$ cat src/core/pcr_consts.svh
`ifndef PCR_CONSTS_SVH
`define PCR_CONSTS_SVH

// register index on the plain register port
`define PCR_ADDR_W      4
`define PCR_OFF_CTRL    4'h0
`define PCR_OFF_STATUS  4'h1
`define PCR_OFF_MASK    4'h2
`define PCR_OFF_SERTOP  4'h3

// power_control field positions
`define PCR_BIT_IDLE    0
`define PCR_BIT_PWR_DOWN 1
`define PCR_BIT_GF_LO   2
`define PCR_BIT_GF_HI   3
`define PCR_BIT_OFF_FLAG 4
`define PCR_BIT_RSVD    5
`define PCR_BIT_FESEL   6
`define PCR_BIT_TOP     7

// serial top-bit access register: value in bit 0
`define PCR_BIT_SERTOP  0

// event status / mask layout
`define PCR_EV_W        3
`define PCR_EV_IDLE_END 0
`define PCR_EV_WARM     1
`define PCR_EV_FRAME    2
`define PCR_EV_ZERO     3'h0

// cold reset image of power_control: 00x1 0000, reserved bit taken as 0
`define PCR_CTRL_RST    8'h10
`define PCR_BYTE_ZERO   8'h00

`endif

$ cat src/core/pcr_pkg.sv
`include "pcr_consts.svh"

package pcr_pkg;
  typedef logic [7:0]               byte_t;
  typedef logic [`PCR_EV_W-1:0]     ev_t;
  typedef logic [`PCR_ADDR_W-1:0]   addr_t;
endpackage

$ cat src/core/evt_if.sv
`timescale 1ns/10ps
`include "pcr_consts.svh"

interface evt_if;
  pcr_pkg::ev_t  evt;
  logic          wr_clr;
  logic          wr_mask;
  pcr_pkg::ev_t  wdata;
  pcr_pkg::ev_t  status;
  pcr_pkg::ev_t  mask;
  logic          irq;

  modport core (
    input  evt,
    input  wr_clr,
    input  wr_mask,
    input  wdata,
    output status,
    output mask,
    output irq
  );

  modport user (
    output evt,
    output wr_clr,
    output wr_mask,
    output wdata,
    input  status,
    input  mask,
    input  irq
  );
endinterface

$ cat src/core/sync2.sv
`timescale 1ns/10ps

module sync2 (
  input  wire logic clk,
  input  wire logic rst_b,
  input  wire logic din,
  output logic      dout
);
  logic meta_q;

  // first stage feeds only the second stage
  always_ff @(posedge clk or negedge rst_b) begin
    if (!rst_b) begin
      meta_q <= 1'b0;
      dout   <= 1'b0;
    end else begin
      meta_q <= din;
      dout   <= meta_q;
    end
  end
endmodule

$ cat src/core/event_status.sv
`timescale 1ns/10ps
`include "pcr_consts.svh"

module event_status (
  input  wire logic clk,
  input  wire logic rst_b,
  evt_if.core       ev
);
  pcr_pkg::ev_t status_q;
  pcr_pkg::ev_t mask_q;
  logic         irq_q;

  // write one to clear; a new event in the same cycle wins
  always_ff @(posedge clk or negedge rst_b) begin
    if (!rst_b) begin
      status_q <= `PCR_EV_ZERO;
    end else begin
      status_q <= (status_q & ~(ev.wr_clr ? ev.wdata : `PCR_EV_ZERO))
                  | ev.evt;
    end
  end

  always_ff @(posedge clk or negedge rst_b) begin
    if (!rst_b) begin
      mask_q <= `PCR_EV_ZERO;
    end else if (ev.wr_mask) begin
      mask_q <= ev.wdata;
    end
  end

  always_comb begin
    irq_q = |(status_q & mask_q);
  end

  assign ev.status = status_q;
  assign ev.mask   = mask_q;
  assign ev.irq    = irq_q;
endmodule

$ cat src/core/power_control_register.sv
// How it works
// after reset power_control reads 00x1 0000; flag set, others cleared.
// only a cold power-on reset forces the power-off flag to one.
// a warm reset leaves the power-off flag exactly as it was.
// bit 5 is reserved; software must not write one; read value undefined.
// bits 3 and 2 are software-only flags with no hardware effect.
// writing one to bit 1 enters power-down; any reset clears it.
// writing one to bit 0 enters idle; interrupt or reset clears it.
// bit 6 picks serial mode bit zero or framing error for the top bit.
//
// Implementation choices: the address-and-strobe port and the register offsets.
`timescale 1ns/10ps
`include "pcr_consts.svh"

module power_control_register (
  input  wire logic            CLK,
  input  wire logic            RST_B,
  input  wire logic            WARM_RST,
  input  wire logic            INT_EVENT,
  input  wire logic            FRAME_ERR_EVENT,
  input  wire pcr_pkg::addr_t  ADDR,
  input  wire pcr_pkg::byte_t  WDATA,
  input  wire logic            WR,
  input  wire logic            RD,
  output pcr_pkg::byte_t       RDATA,
  output logic                 IDLE_MODE,
  output logic                 POWER_DOWN_MODE,
  output logic                 SERIAL_MODE_BIT_ZERO,
  output logic                 FRAMING_ERROR_FLAG,
  output logic                 IRQ
);

  logic           warm_rst;
  logic           warm_rst_d_q;
  logic           idle_q;
  logic           pwr_down_q;
  logic           gf_lo_q;
  logic           gf_hi_q;
  logic           off_flag_q;
  logic           rsvd_q;
  logic           fesel_q;
  logic           mode0_q;
  logic           ferr_q;
  pcr_pkg::byte_t rdata_q;
  pcr_pkg::byte_t rdata_d;
  pcr_pkg::byte_t ctrl_view;
  pcr_pkg::ev_t   ev_now;
  logic           ctrl_wr;
  logic           ctrl_rd;
  logic           sertop_wr;
  logic           sertop_rd;
  logic           status_wr;
  logic           mask_wr;
  logic           sertop_bit;

  evt_if evb ();

  // warm reset is a pin, so it is synchronised before use
  sync2 u_warm_sync (
    .clk   (CLK),
    .rst_b (RST_B),
    .din   (WARM_RST),
    .dout  (warm_rst)
  );

  always_ff @(posedge CLK or negedge RST_B) begin
    if (!RST_B) begin
      warm_rst_d_q <= 1'b0;
    end else begin
      warm_rst_d_q <= warm_rst;
    end
  end

  // address decode
  always_comb begin
    ctrl_wr   = 1'b0;
    ctrl_rd   = 1'b0;
    sertop_wr = 1'b0;
    sertop_rd = 1'b0;
    status_wr = 1'b0;
    mask_wr   = 1'b0;
    if (ADDR == `PCR_OFF_CTRL) begin
      ctrl_wr = WR;
      ctrl_rd = RD;
    end else if (ADDR == `PCR_OFF_STATUS) begin
      status_wr = WR;
    end else if (ADDR == `PCR_OFF_MASK) begin
      mask_wr = WR;
    end else if (ADDR == `PCR_OFF_SERTOP) begin
      sertop_wr = WR;
      sertop_rd = RD;
    end
  end

  // idle: hardware end wins over a software set in the same cycle
  always_ff @(posedge CLK or negedge RST_B) begin
    if (!RST_B) begin
      idle_q <= 1'b0;
    end else if (warm_rst || INT_EVENT) begin
      idle_q <= 1'b0;
    end else if (ctrl_wr) begin
      idle_q <= WDATA[`PCR_BIT_IDLE];
    end
  end

  always_ff @(posedge CLK or negedge RST_B) begin
    if (!RST_B) begin
      pwr_down_q <= 1'b0;
    end else if (warm_rst) begin
      pwr_down_q <= 1'b0;
    end else if (ctrl_wr) begin
      pwr_down_q <= WDATA[`PCR_BIT_PWR_DOWN];
    end
  end

  // general flags: plain storage, read only by the control register read-back
  always_ff @(posedge CLK or negedge RST_B) begin
    if (!RST_B) begin
      gf_lo_q <= 1'b0;
      gf_hi_q <= 1'b0;
    end else if (warm_rst) begin
      gf_lo_q <= 1'b0;
      gf_hi_q <= 1'b0;
    end else if (ctrl_wr) begin
      gf_lo_q <= WDATA[`PCR_BIT_GF_LO];
      gf_hi_q <= WDATA[`PCR_BIT_GF_HI];
    end
  end

  // power-off flag: cold reset sets it, warm reset never touches it
  always_ff @(posedge CLK or negedge RST_B) begin
    if (!RST_B) begin
      off_flag_q <= 1'b1;
    end else if (ctrl_wr) begin
      off_flag_q <= WDATA[`PCR_BIT_OFF_FLAG];
    end
  end

  // reserved bit kept as written so a read is at least repeatable
  always_ff @(posedge CLK or negedge RST_B) begin
    if (!RST_B) begin
      rsvd_q <= 1'b0;
    end else if (ctrl_wr) begin
      rsvd_q <= WDATA[`PCR_BIT_RSVD];
    end
  end

  always_ff @(posedge CLK or negedge RST_B) begin
    if (!RST_B) begin
      fesel_q <= 1'b0;
    end else if (warm_rst) begin
      fesel_q <= 1'b0;
    end else if (ctrl_wr) begin
      fesel_q <= WDATA[`PCR_BIT_FESEL];
    end
  end

  // serial top bit: one address, two storage bits behind it
  always_ff @(posedge CLK or negedge RST_B) begin
    if (!RST_B) begin
      mode0_q <= 1'b0;
    end else if (warm_rst) begin
      mode0_q <= 1'b0;
    end else if (sertop_wr && !fesel_q) begin
      mode0_q <= WDATA[`PCR_BIT_SERTOP];
    end
  end

  // framing error: set by the receiver, a set beats a software clear
  always_ff @(posedge CLK or negedge RST_B) begin
    if (!RST_B) begin
      ferr_q <= 1'b0;
    end else if (warm_rst) begin
      ferr_q <= 1'b0;
    end else if (FRAME_ERR_EVENT) begin
      ferr_q <= 1'b1;
    end else if (sertop_wr && fesel_q) begin
      ferr_q <= WDATA[`PCR_BIT_SERTOP];
    end
  end

  always_comb begin
    sertop_bit = fesel_q ? ferr_q : mode0_q;
  end

  always_comb begin
    ctrl_view                  = `PCR_BYTE_ZERO;
    ctrl_view[`PCR_BIT_IDLE]   = idle_q;
    ctrl_view[`PCR_BIT_PWR_DOWN] = pwr_down_q;
    ctrl_view[`PCR_BIT_GF_LO]  = gf_lo_q;
    ctrl_view[`PCR_BIT_GF_HI]  = gf_hi_q;
    ctrl_view[`PCR_BIT_OFF_FLAG] = off_flag_q;
    ctrl_view[`PCR_BIT_RSVD]   = rsvd_q;
    ctrl_view[`PCR_BIT_FESEL]  = fesel_q;
  end

  // events into the sticky status block
  always_comb begin
    ev_now                   = `PCR_EV_ZERO;
    ev_now[`PCR_EV_IDLE_END] = idle_q && INT_EVENT;
    ev_now[`PCR_EV_WARM]     = warm_rst && !warm_rst_d_q;
    ev_now[`PCR_EV_FRAME]    = FRAME_ERR_EVENT;
  end

  assign evb.evt     = ev_now;
  assign evb.wr_clr  = status_wr;
  assign evb.wr_mask = mask_wr;
  assign evb.wdata   = WDATA[`PCR_EV_W-1:0];

  event_status u_evt (
    .clk   (CLK),
    .rst_b (RST_B),
    .ev    (evb.core)
  );

  // read data stands only in the cycle after the strobe
  always_comb begin
    rdata_d = `PCR_BYTE_ZERO;
    if (RD) begin
      if (ADDR == `PCR_OFF_CTRL) begin
        rdata_d = ctrl_view;
      end else if (ADDR == `PCR_OFF_STATUS) begin
        rdata_d[`PCR_EV_W-1:0] = evb.status;
      end else if (ADDR == `PCR_OFF_MASK) begin
        rdata_d[`PCR_EV_W-1:0] = evb.mask;
      end else if (ADDR == `PCR_OFF_SERTOP) begin
        rdata_d[`PCR_BIT_SERTOP] = sertop_bit;
      end
    end
  end

  always_ff @(posedge CLK or negedge RST_B) begin
    if (!RST_B) begin
      rdata_q <= `PCR_BYTE_ZERO;
    end else begin
      rdata_q <= rdata_d;
    end
  end

  assign RDATA                = rdata_q;
  assign IDLE_MODE            = idle_q;
  assign POWER_DOWN_MODE      = pwr_down_q;
  assign SERIAL_MODE_BIT_ZERO = mode0_q;
  assign FRAMING_ERROR_FLAG   = ferr_q;
  assign IRQ                  = evb.irq;

  property p_warm_clears;
    @(posedge CLK) disable iff (!RST_B)
    warm_rst |=> !(|{fesel_q, gf_hi_q, gf_lo_q, pwr_down_q, idle_q});
  endproperty
  a_warm_clears: assert property (p_warm_clears)
    else $error("warm reset left a control bit set");

  property p_off_flag_rise;
    @(posedge CLK) disable iff (!RST_B)
    $rose(off_flag_q) |-> $past(ctrl_wr)
                          && $past(WDATA[`PCR_BIT_OFF_FLAG]);
  endproperty
  a_off_flag_rise: assert property (p_off_flag_rise)
    else $error("power-off flag rose without a write");

  property p_off_flag_warm;
    @(posedge CLK) disable iff (!RST_B)
    (warm_rst && !ctrl_wr) |=> off_flag_q == $past(off_flag_q);
  endproperty
  a_off_flag_warm: assert property (p_off_flag_warm)
    else $error("warm reset changed the power-off flag");

  property p_ctrl_read;
    @(posedge CLK) disable iff (!RST_B)
    ctrl_rd |=> RDATA[`PCR_BIT_RSVD] == $past(rsvd_q)
                && !RDATA[`PCR_BIT_TOP]
                && RDATA[`PCR_BIT_OFF_FLAG] == $past(off_flag_q);
  endproperty
  a_ctrl_read: assert property (p_ctrl_read)
    else $error("control read returned wrong bits");

  property p_gf_hold;
    @(posedge CLK) disable iff (!RST_B)
    (!ctrl_wr && !warm_rst) |=> $stable({gf_hi_q, gf_lo_q});
  endproperty
  a_gf_hold: assert property (p_gf_hold)
    else $error("general flag changed without a write");

  property p_pwr_down_enter;
    @(posedge CLK) disable iff (!RST_B)
    (ctrl_wr && WDATA[`PCR_BIT_PWR_DOWN] && !warm_rst)
      |=> POWER_DOWN_MODE;
  endproperty
  a_pwr_down_enter: assert property (p_pwr_down_enter)
    else $error("power-down request not taken");

  property p_idle_end;
    @(posedge CLK) disable iff (!RST_B)
    (INT_EVENT || warm_rst) |=> !IDLE_MODE;
  endproperty
  a_idle_end: assert property (p_idle_end)
    else $error("idle not ended by interrupt or reset");

  property p_sertop_read;
    @(posedge CLK) disable iff (!RST_B)
    sertop_rd |=> RDATA[`PCR_BIT_SERTOP]
                  == ($past(fesel_q) ? $past(ferr_q) : $past(mode0_q));
  endproperty
  a_sertop_read: assert property (p_sertop_read)
    else $error("serial top bit read from the wrong source");

  property p_frame_irq;
    @(posedge CLK) disable iff (!RST_B)
    (FRAME_ERR_EVENT && evb.mask[`PCR_EV_FRAME]) |=> IRQ;
  endproperty
  a_frame_irq: assert property (p_frame_irq)
    else $error("framing error event raised no interrupt");

endmodule

$ cat config.mk
export PLATFORM = sky130hd
export DESIGN_NAME = power_control_register
export DESIGN_NICKNAME = d
export VERILOG_FILES = /design/src/core/pcr_pkg.sv /design/src/core/evt_if.sv /design/src/core/sync2.sv /design/src/core/event_status.sv /design/src/core/power_control_register.sv
export VERILOG_INCLUDE_DIRS = /design/src /design/src/core
export SDC_FILE = /design/constraint.sdc
export NUM_CORES = 1
export LEC_CHECK = 0
export ABC_AREA = 1
export BUFFER_PORTS_ARGS = -buffer_cell sky130_fd_sc_hd__buf_4
export CORE_MARGIN = 3
export CORE_UTILIZATION = 36
export CTS_CLUSTER_SIZE = 10
export DETAILED_ROUTE_END_ITERATION = 16
export GPL_TIMING_DRIVEN = 1
export REMOVE_ABC_BUFFERS = 1
export SYNTH_ARGS = -nofsm -noshare
export SYNTH_HDL_FRONTEND = slang
export SYNTH_SLANG_ARGS = --single-unit
export TNS_END_PERCENT = 30
$ cat constraint.sdc
create_clock -name CLK -period 1.1 [get_ports CLK]
set_clock_uncertainty 0.1 [all_clocks]
set_input_delay 0.11 -clock CLK [delete_from_list [all_inputs] [get_ports CLK]]
set_output_delay 0.11 -clock CLK [all_outputs]
set_load 0.05 [all_outputs]
==> Word-level counts from Yosys, hierarchy flattened <==
Index checks and enable logic that the tools add are counted.
{ "word_totals": {"regBits": 26, "in_bits": 19, "out_inout_bits": 13, "word_cells": 69} }
{ "classes": {"eq_ne": 3, "n_mux": 34, "bitwise": 4, "reduce_logical": 13} }
{ "ops": {"columns": ["cell", "count"], "rows": [
  ["two-way mux 1 bit", 28],
  ["two-way mux 3 bit", 3],
  ["== test 4 x 2 -> 1 bit, second input constant", 2],
  ["two-way mux 8 bit", 1],
  ["bitwise AND 3 bit", 2],
  ["nonzero test 2 bit", 3],
  ["== test 4 x 1 -> 1 bit, second input constant", 1],
  ["logical AND 1 bit", 4],
  ["logical NOT 4 bit", 1],
  ["two-way mux 4 bit", 1],
  ["inverter 3 bit", 1],
  ["bitwise OR 3 bit", 1],
  ["nonzero test 3 bit", 1],
  ["OR reduction 3 bit", 1],
  ["logical NOT 1 bit", 2],
  ["two-way mux 2 bit", 1],
  ["logical OR 1 bit", 1]
]} }

==> Logic depth before layout (Yosys ltp) <==
Gate-level depths: netlist of run 1.
{ "depth": {"ltp_word": 9, "depth_mapped": 7, "depth_no_buf": 7} }

==> Modules after synthesis <==
Synthesis of run 1 repeated with hierarchy kept, for this count alone.
{ "unflattened": {"hier_cells": 143, "area_unflattened_um2": 1171.1} }
{ "modules_own_cells": {"columns": ["mod", "n_inst", "cells_each", "area_per_inst_um2", "seq_area_each_um2"], "rows": [
  ["power_control_register", 1, 110, 872.1, 426.7],
  ["event_status", 1, 31, 249.0, 150.1],
  ["sync2", 1, 2, 50.0, 50.0]
]} }

==> Worst setup path before layout of run 1 <==
OpenSTA, ideal clock, no wires.
{ "synth_path": {"kind": "reg2reg", "from": "register mode0_q, in the netlist SERIAL_MODE_BIT_ZERO", "to": "register rdata_q[0], in the netlist RDATA[0]", "setup_ns": 0.119, "t_arrival_ns": 0.908, "t_required_ns": 0.881, "setup_slack_ns": -0.027, "stages_incl_launch_ff": 5, "path_buffers": 0, "period_less_slack_ns": 1.127, "cell_sequence": "dfrtp_1 nand2_1 nand3_1 a21oi_1 nor2_1"} }
{ "synth_via": {"elab_chain_cells": 6} }
{ "synth_lines": {"columns": ["element", "line_no", "rtl"], "rows": [
  ["start: declaration", "power_control_register.sv:42", "logic mode0_q;"],
  ["start signal: assignment", "power_control_register.sv:165", "mode0_q <= WDATA[`PCR_BIT_SERTOP];"],
  ["two-way mux 1 bit", "power_control_register.sv:183", "sertop_bit = fesel_q ? ferr_q : mode0_q;"],
  ["two-way mux 1 bit", "power_control_register.sv:226", "end else if (ADDR == `PCR_OFF_SERTOP) begin"],
  ["two-way mux 1 bit", "power_control_register.sv:224", "end else if (ADDR == `PCR_OFF_MASK) begin"],
  ["two-way mux 3 bit", "power_control_register.sv:222", "end else if (ADDR == `PCR_OFF_STATUS) begin"],
  ["two-way mux 3 bit", "power_control_register.sv:220", "if (ADDR == `PCR_OFF_CTRL) begin"],
  ["two-way mux 8 bit", "power_control_register.sv:219", "if (RD) begin"],
  ["via rdata_d[0]", "power_control_register.sv:45", "pcr_pkg::byte_t rdata_d;"],
  ["end signal: assignment", "power_control_register.sv:234", "rdata_q <= `PCR_BYTE_ZERO;"],
  ["end signal: assignment", "power_control_register.sv:236", "rdata_q <= rdata_d;"],
  ["end: declaration", "power_control_register.sv:44", "pcr_pkg::byte_t rdata_q;"]
]} }
The timed path passes the listed nets, and every way through them passes these cells.
A chain may end at the register's enable or synchronous reset.

==> Worst setup path after layout of run 1 <==
{ "layout_path": {"from": "register u_evt.status_q[0], in the netlist u_evt.ev.status[0]", "to": "output port IRQ"} }
{ "layout_via": {"elab_chain_cells": 2} }
{ "layout_lines": {"columns": ["element", "line_no", "rtl"], "rows": [
  ["start: declaration", "event_status.sv:9", "pcr_pkg::ev_t status_q;"],
  ["start signal: assignment", "event_status.sv:16", "status_q <= `PCR_EV_ZERO;"],
  ["start signal: assignment", "event_status.sv:18", "status_q <= (status_q & ~(ev.wr_clr ? ev.wdata : `PCR_EV_ZERO))"],
  ["bitwise AND 3 bit", "event_status.sv:32", "irq_q = |(status_q & mask_q);"],
  ["OR reduction 3 bit", "event_status.sv:32", null],
  ["end: declaration", "power_control_register.sv:30", "output logic IRQ"]
]} }
No other way between the ends.

==> metrics, run 1 <==
Synth area leader=dfrtp_1; Critical Path Start Type=flop; Via Count=about 1,000; number of synthesized flops with an enable pin=0; layout cells sized above 1=34.2%; fin area=0.00175 mm^2; TritonCTS Buffers=3; max cap viols=0; critical path required time=slightly below 0.9 ns; RSZ-0062 raised after global routing=true; Tmin final=1.28 ns; # setup viols final=5; worst skew pair latency=0.32 ns; share of the core filled with cells=55.4%; post-route setup slack=-0.184 ns; Final Hold Fails=0; most frequent cells after synthesis=nand2_1 (39), dfrtp_1 (24), inv_1 (19), nand3_1 (16), nor2_1 (10); CP max FO=2; Syn Inst Count=between 100 and 150; outcome=finished, violations left; Yosys top cell area share=49.0%; routed wire length=~2500 um; Worst Hold Class=input port to flop; initial antenna violation count=0; sequential fraction of the synthesis area=roughly half; register-to-register path setup slack=0.04 ns; IO Port Bufs=29; number of synthesized register bits=25; WHS Path Cells=3; core area=~0.0032 mm^2; largest net degree at the start of global routing=26; Vias/cell=4.43; failing checks=setup timing; Top FF cell, synth=dfrtp_1; antenna fix cells=0; first-pass GRT wire length=roughly 4400 um; Max IR drop VDD=1080 uV; Global Route Usage Sum=a little over an eighth; Warnings, synthesis=0; 1st-iter DRT viols=57; CTS tree=yes; Worst-path clk slew=0.14 ns; Sink Count=25; Syn Area/Cell=~8.9 um^2; # rows=20; worst hold slack=0.0206 ns; cell breakdown of the critical path=nand2_1 > nand3_2 > buf_6; Async SR Flop Fraction=100%; Post-Syn Area=0.00123 mm^2; max-slew violation count=0; crit end category=output port; Setup Slack @ Placement=roughly 0.021 ns; I/O pin cnt=32; placed cell count=around 210; RePlAce Congestion=0.791; Crit Path Class=flop to output port; CP max stage delay=approximately 0.42 ns; Layout Cells excl Fill=approximately 230; Power Density=1080 mW/mm^2; crit path DAT=1.07 ns; slowest cell on the critical path=dfrtp_1; r2r endpoint=RDATA[0]; drt pass-1 iters=4; drt drc=0; setup_tns=-0.295 ns; grt ovf=0; die height=64.4 um; hold path start=WR; total power=1.88 mW; WL/cell=11.0 um; Area after DPL=around 0.0015 mm^2; area delta synth->final=42.4%; synth unique cells=23; synth top area cells=dfrtp_1 (49%), nand2_1 (12%), nand3_1 (6.5%), inv_1 (5.8%), nand3_2 (4.1%); most common cell in the netlist=nand2_1; maximum clock path buffer count=2; fmax=779 MHz; Hold EP=u_evt.ev.mask[1]; period utilization=117%; reg2reg start=u_evt.ev.mask[0]; DP Wirelength=1890 um; post-route ant nets=0; full die area=a little over 0.004 mm^2; Initial Util=between 30% and 40%; clk root buf=clkbuf_4; vias in the first global route=1,023; Chip Width=between 60 and 70 um; FF-to-FF path depth=5; H-tree depth=1; Nets=207; P_leak=0.903 nW
[worst max-delay path, delay by kind of cell, from the launching register on]
kind          cells  cell delay, ns
simple gates      2            0.17
flops             1            0.42
buf+inv           1            0.16
[flip-flops by register name, indices dropped and copies added, names as in the netlist]
signal and count:
RDATA 7, u_evt.ev.mask 3, u_evt.ev.status 3, FRAMING_ERROR_FLAG 1
IDLE_MODE 1, POWER_DOWN_MODE 1, SERIAL_MODE_BIT_ZERO 1, fesel_q 1
gf_hi_q 1, gf_lo_q 1, off_flag_q 1, rsvd_q 1
u_warm_sync.dout 1, u_warm_sync.meta_q 1, warm_rst_d_q 1
[routing by layer]
layer  GRT usage [%]  share of wire [%]  routed length [um]
met5               0                  0                   0
met1            16.9                 44                1110
met2            23.3                 51                1290
met3            3.69                5.3                 134
met4            1.58                  0                   0
[cells in the final DEF (no fill, tap or decap), types with 3 or more instances in the layout]
cell type and count:
clkbuf_4 3, inv_1 18, nand2_1 39, dlygate4sd3_1 12, nor2_1 9, nor2_4 3
dfrtp_1 24, buf_6 13, nand3_1 14, nand3_2 7, buf_4 23
[what timing repair did]
action	4_1_cts	5_1_grt
hold buffers	12	0
hold endpoints to repair	44	0
endpoints found under the setup margin	8	14
setup buffers	3	0
gates resized for setup	9	9
pin swaps	2	1
[report_power, final]
| group | switching (mW) | internal (mW) | total, mW |
|---|---|---|---|
| Combinational | 0.253 | 0.192 | 0.445 |
| Sequential | 0.0374 | 0.986 | 1.02 |
| Clock | 0.273 | 0.139 | 0.412 |
| Total | 0.563 | 1.32 | 1.88 |
[layout make-up]
| class | count | area [um^2] |
|---|---|---|
| Fill cell | 302 | 1410 |
| Sequential cell | 25 | 627 |
| Multi-Input combinational cell | 89 | 504 |
| Timing Repair Buffer | 48 | 439 |
| Inverter | 21 | 91.3 |
| Tap cell | 44 | 55.1 |
| Clock buffer | 3 | 22.5 |
| Clock inverter | 1 | 7.51 |
[logic make-up after synthesis]
logic type	count (synthesis)	synth area share, %
AO/OA/AOI/OAI	7	3.47
other	1	0.306
AND/OR/NAND/NOR	81	36.0
flip-flops	25	51.1
buffers and inverters	24	9.08
[worst max path at each step]
stage	start	to	slack, ns	depth (start not counted)
final	u_evt.ev.status[0]	IRQ	-0.18	3
after floorplan	SERIAL_MODE_BIT_ZERO	RDATA[0]	-0.03	4
after global routing	u_evt.ev.status[2]	IRQ	-0.26	3
after detailed placement	ADDR[3]	off_flag_q	0.02	8
after global placement	ADDR[3]	rsvd_q	0.05	8
after CTS	u_evt.ev.status[0]	IRQ	-0.19	3
(Power assumes the default switching activity.)
==> run 2: changes to the inputs <==
--- a/config.mk
+++ b/config.mk
@@ -10,8 +10,9 @@
 export BUFFER_PORTS_ARGS = -buffer_cell sky130_fd_sc_hd__buf_4
 export CORE_MARGIN = 3
-export CORE_UTILIZATION = 36
+export CORE_UTILIZATION = 51
 export CTS_CLUSTER_SIZE = 10
 export DETAILED_ROUTE_END_ITERATION = 16
 export GPL_TIMING_DRIVEN = 1
+export PLACE_DENSITY = 0.77
 export REMOVE_ABC_BUFFERS = 1
 export SYNTH_ARGS = -nofsm -noshare
==> constraint.sdc (replaced) <==
create_clock -name CLK -period 1.1 [get_ports CLK]
set_clock_uncertainty 0.1 [all_clocks]
set_input_delay 0.11 -clock CLK [delete_from_list [all_inputs] [get_ports CLK]]
set_output_delay 0.11 -clock CLK [all_outputs]
set_load 0.02 [all_outputs]
==> metrics, run 2 (synthesis results as in run 1) <==
outcome=finished, violations left; failing checks=setup timing; setup_tns=-0.176 ns (+0.119 ns); # rows=17 (-15%); leading cell type in the layout, fill and taps excluded=nand2_1; most frequent cells in the layout=nand2_1 (38), buf_4 (28), dfrtp_1 (24); grt ovf=0 (unchanged); Power Density=1070 mW/mm^2 (-0.88%); drt pass-1 iters=4 (unchanged); period utilization=115% (-1.4 points); Setup Slack @ Placement=0.0178 ns (-0.00363 ns); Chip Width=55.0 um (-14%); DP Wirelength=1930 um (+2.2%); clock share of power=22.7% (+0.8 points); Tmin final=1.27 ns (-0.0156 ns); RSZ-0062 raised after global routing=true; Psw=0.542 mW (-3.8%); clk root buf=clkbuf_4; full die area=0.00303 mm^2 (-27%); Max IR drop VDD=1010 uV (-6.4%); fmax=788 MHz (+1.2%); Critical Path Start Type=flop; Final Hold Fails=0 (unchanged); WHS Path Cells=3 (unchanged); max-slew violation count=0 (unchanged); FF-to-FF path depth=5 (unchanged); die height=55.0 um (-14%); Global Route Usage Sum=20.8% (+7.4 points); CP max stage delay=0.42 ns (about the same); routed wire length=2760 um (+8.9%); first-pass GRT wire length=4440 um (+1.1%); largest net degree at the start of global routing=26 (unchanged); vias in the first global route=1,046 (+2.2%); combinational share of power=22.5% (-1.2 points); core area=0.00225 mm^2 (-28%); max reg flops=7 (unchanged); Reg power frac=54.8% (+0.4 points); critical path required time=0.89 ns (about the same); multi-input logic area=507 um^2 (+0.50%); post-route ant nets=0 (unchanged); Nets=211 (+1.9%); # setup viols final=2 (-3); Layout Cells excl Fill=219 (-5.2%); cell breakdown of the critical path=nand2_1 > nand3_2 > buf_6; register area=627 um^2 (unchanged); antenna fix cells=0 (unchanged); Crit Path Class=flop to output port; RePlAce Congestion=0.800 (+1.2%); TritonCTS Buffers=3 (unchanged); Switching Share=28.9% (-1.0 points); WL/cell=12.6 um (+15%); layout cells sized above 1=35.1% (+0.85 points); area delta synth->final=43.2%; crit end category=output port; Sink Count=25 (unchanged); CP max FO=2 (unchanged); max cap viols=0 (unchanged); CTS tree=yes; IO Port Bufs=29 (unchanged); slowest cell on the critical path=dfrtp_1; worst skew pair latency=0.33 ns (about the same); Initial Util=54.4% (+15 points); Vias/cell=4.86 (+9.8%); initial antenna violation count=0 (unchanged); Worst-path clk slew=0.14 ns (about the same); total power=1.87 mW (-0.39%); drt drc=0 (unchanged); Int Power=1.33 mW (+1.1%); 1st-iter DRT viols=18 (-68%); Fill cells=171 (-43%); H-tree depth=1 (unchanged); crit path DAT=1.06 ns (about the same); P_leak=0.921 nW (+2.0%); post-route setup slack=-0.169 ns (+0.0156 ns); maximum clock path buffer count=2 (unchanged); Worst Hold Class=input port to flop; placed cell count=195 (-8.0%); Area after DPL=0.00148 mm^2 (-1.8%); I/O pin cnt=32 (unchanged); fin area=0.00176 mm^2 (+0.50%); Via Count=1,065 (+4.1%)
## run 2: cell count changes in the layout (fill, tap and decap cells not counted), sizes merged
cell  delta
buf      +4
## run 2: worst max-delay path, delay by kind of cell, from the launching register on
family / cells / cell delay (ns)
buf+inv: 1 / 0.13
simple gates: 2 / 0.18
flops: 1 / 0.42
## run 2: power by group through the flow
stage | Sequential, mW | Combinational (mW) | Clock [mW]
2_1_floorplan | 1.04 | 0.151 | 0
3_3_place_gp | 1.04 | 0.304 | 0
3_5_place_dp | 1.04 | 0.315 | 0
4_1_cts | 1.02 | 0.400 | 0.438
5_1_grt | 1.03 | 0.463 | 0.483
6_report | 1.03 | 0.422 | 0.425
## run 2: per-stage QoR
step	hold WS [ns]	util [%]
6_report	0.0208	77.9
5_1_grt	0.0129	77.9
4_1_cts	0.00487	74.4
3_5_place_dp	-0.0676	65.7
3_3_place_gp	-0.0735	65.7
2_1_floorplan	-0.286	-
## run 2: path summary, 6_finish.rpt
kind	startpoint	end	slack (ns)
setup / recovery	u_evt.ev.mask[0]	IRQ	-0.17
hold / removal	WR	u_evt.ev.mask[2]	0.02
setup reg to reg	u_evt.ev.mask[0]	RDATA[0]	0.01
hold reg to reg	u_warm_sync.meta_q	u_warm_sync.dout	0.27
max in group asynchronous	RST_B	off_flag_q	0.52
min in group asynchronous	RST_B	u_evt.ev.mask[0]	0.10
## run 2: area by class of cell
cell class | count | area share (%)
tap | 28 | 2.00
inverter | 21 | 5.20
clock inverter | 1 | 0.428
clock buffer | 3 | 1.28
multi-input combinational | 89 | 28.9
timing repair buffer | 52 | 26.5
sequential | 25 | 35.7
## run 2: what timing repair did
| action | CTS | global route |
|---|---|---|
| endpoints found under the hold margin | 44 | 0 |
| setup endpoints to repair | 5 | 14 |
| hold buffers | 12 | 0 |
| setup buffers | 3 | 5 |
| gates resized for setup | 6 | 11 |
| pin swaps | 3 | 4 |
## run 2: layer usage
| metal | up-vias | wire (um) | track usage (%) | share of wire, % |
|---|---|---|---|---|
| met3 | 4 | 111 | 4.29 | 4.0 |
| met2 | 22 | 1470 | 37.6 | 53 |
| met4 | 0 | 24 | 6.07 | 0.87 |
| met1 | 508 | 1160 | 24.5 | 42 |
| li1 | 531 | - | - | - |
| met5 | - | 0 | 0 | 0 |
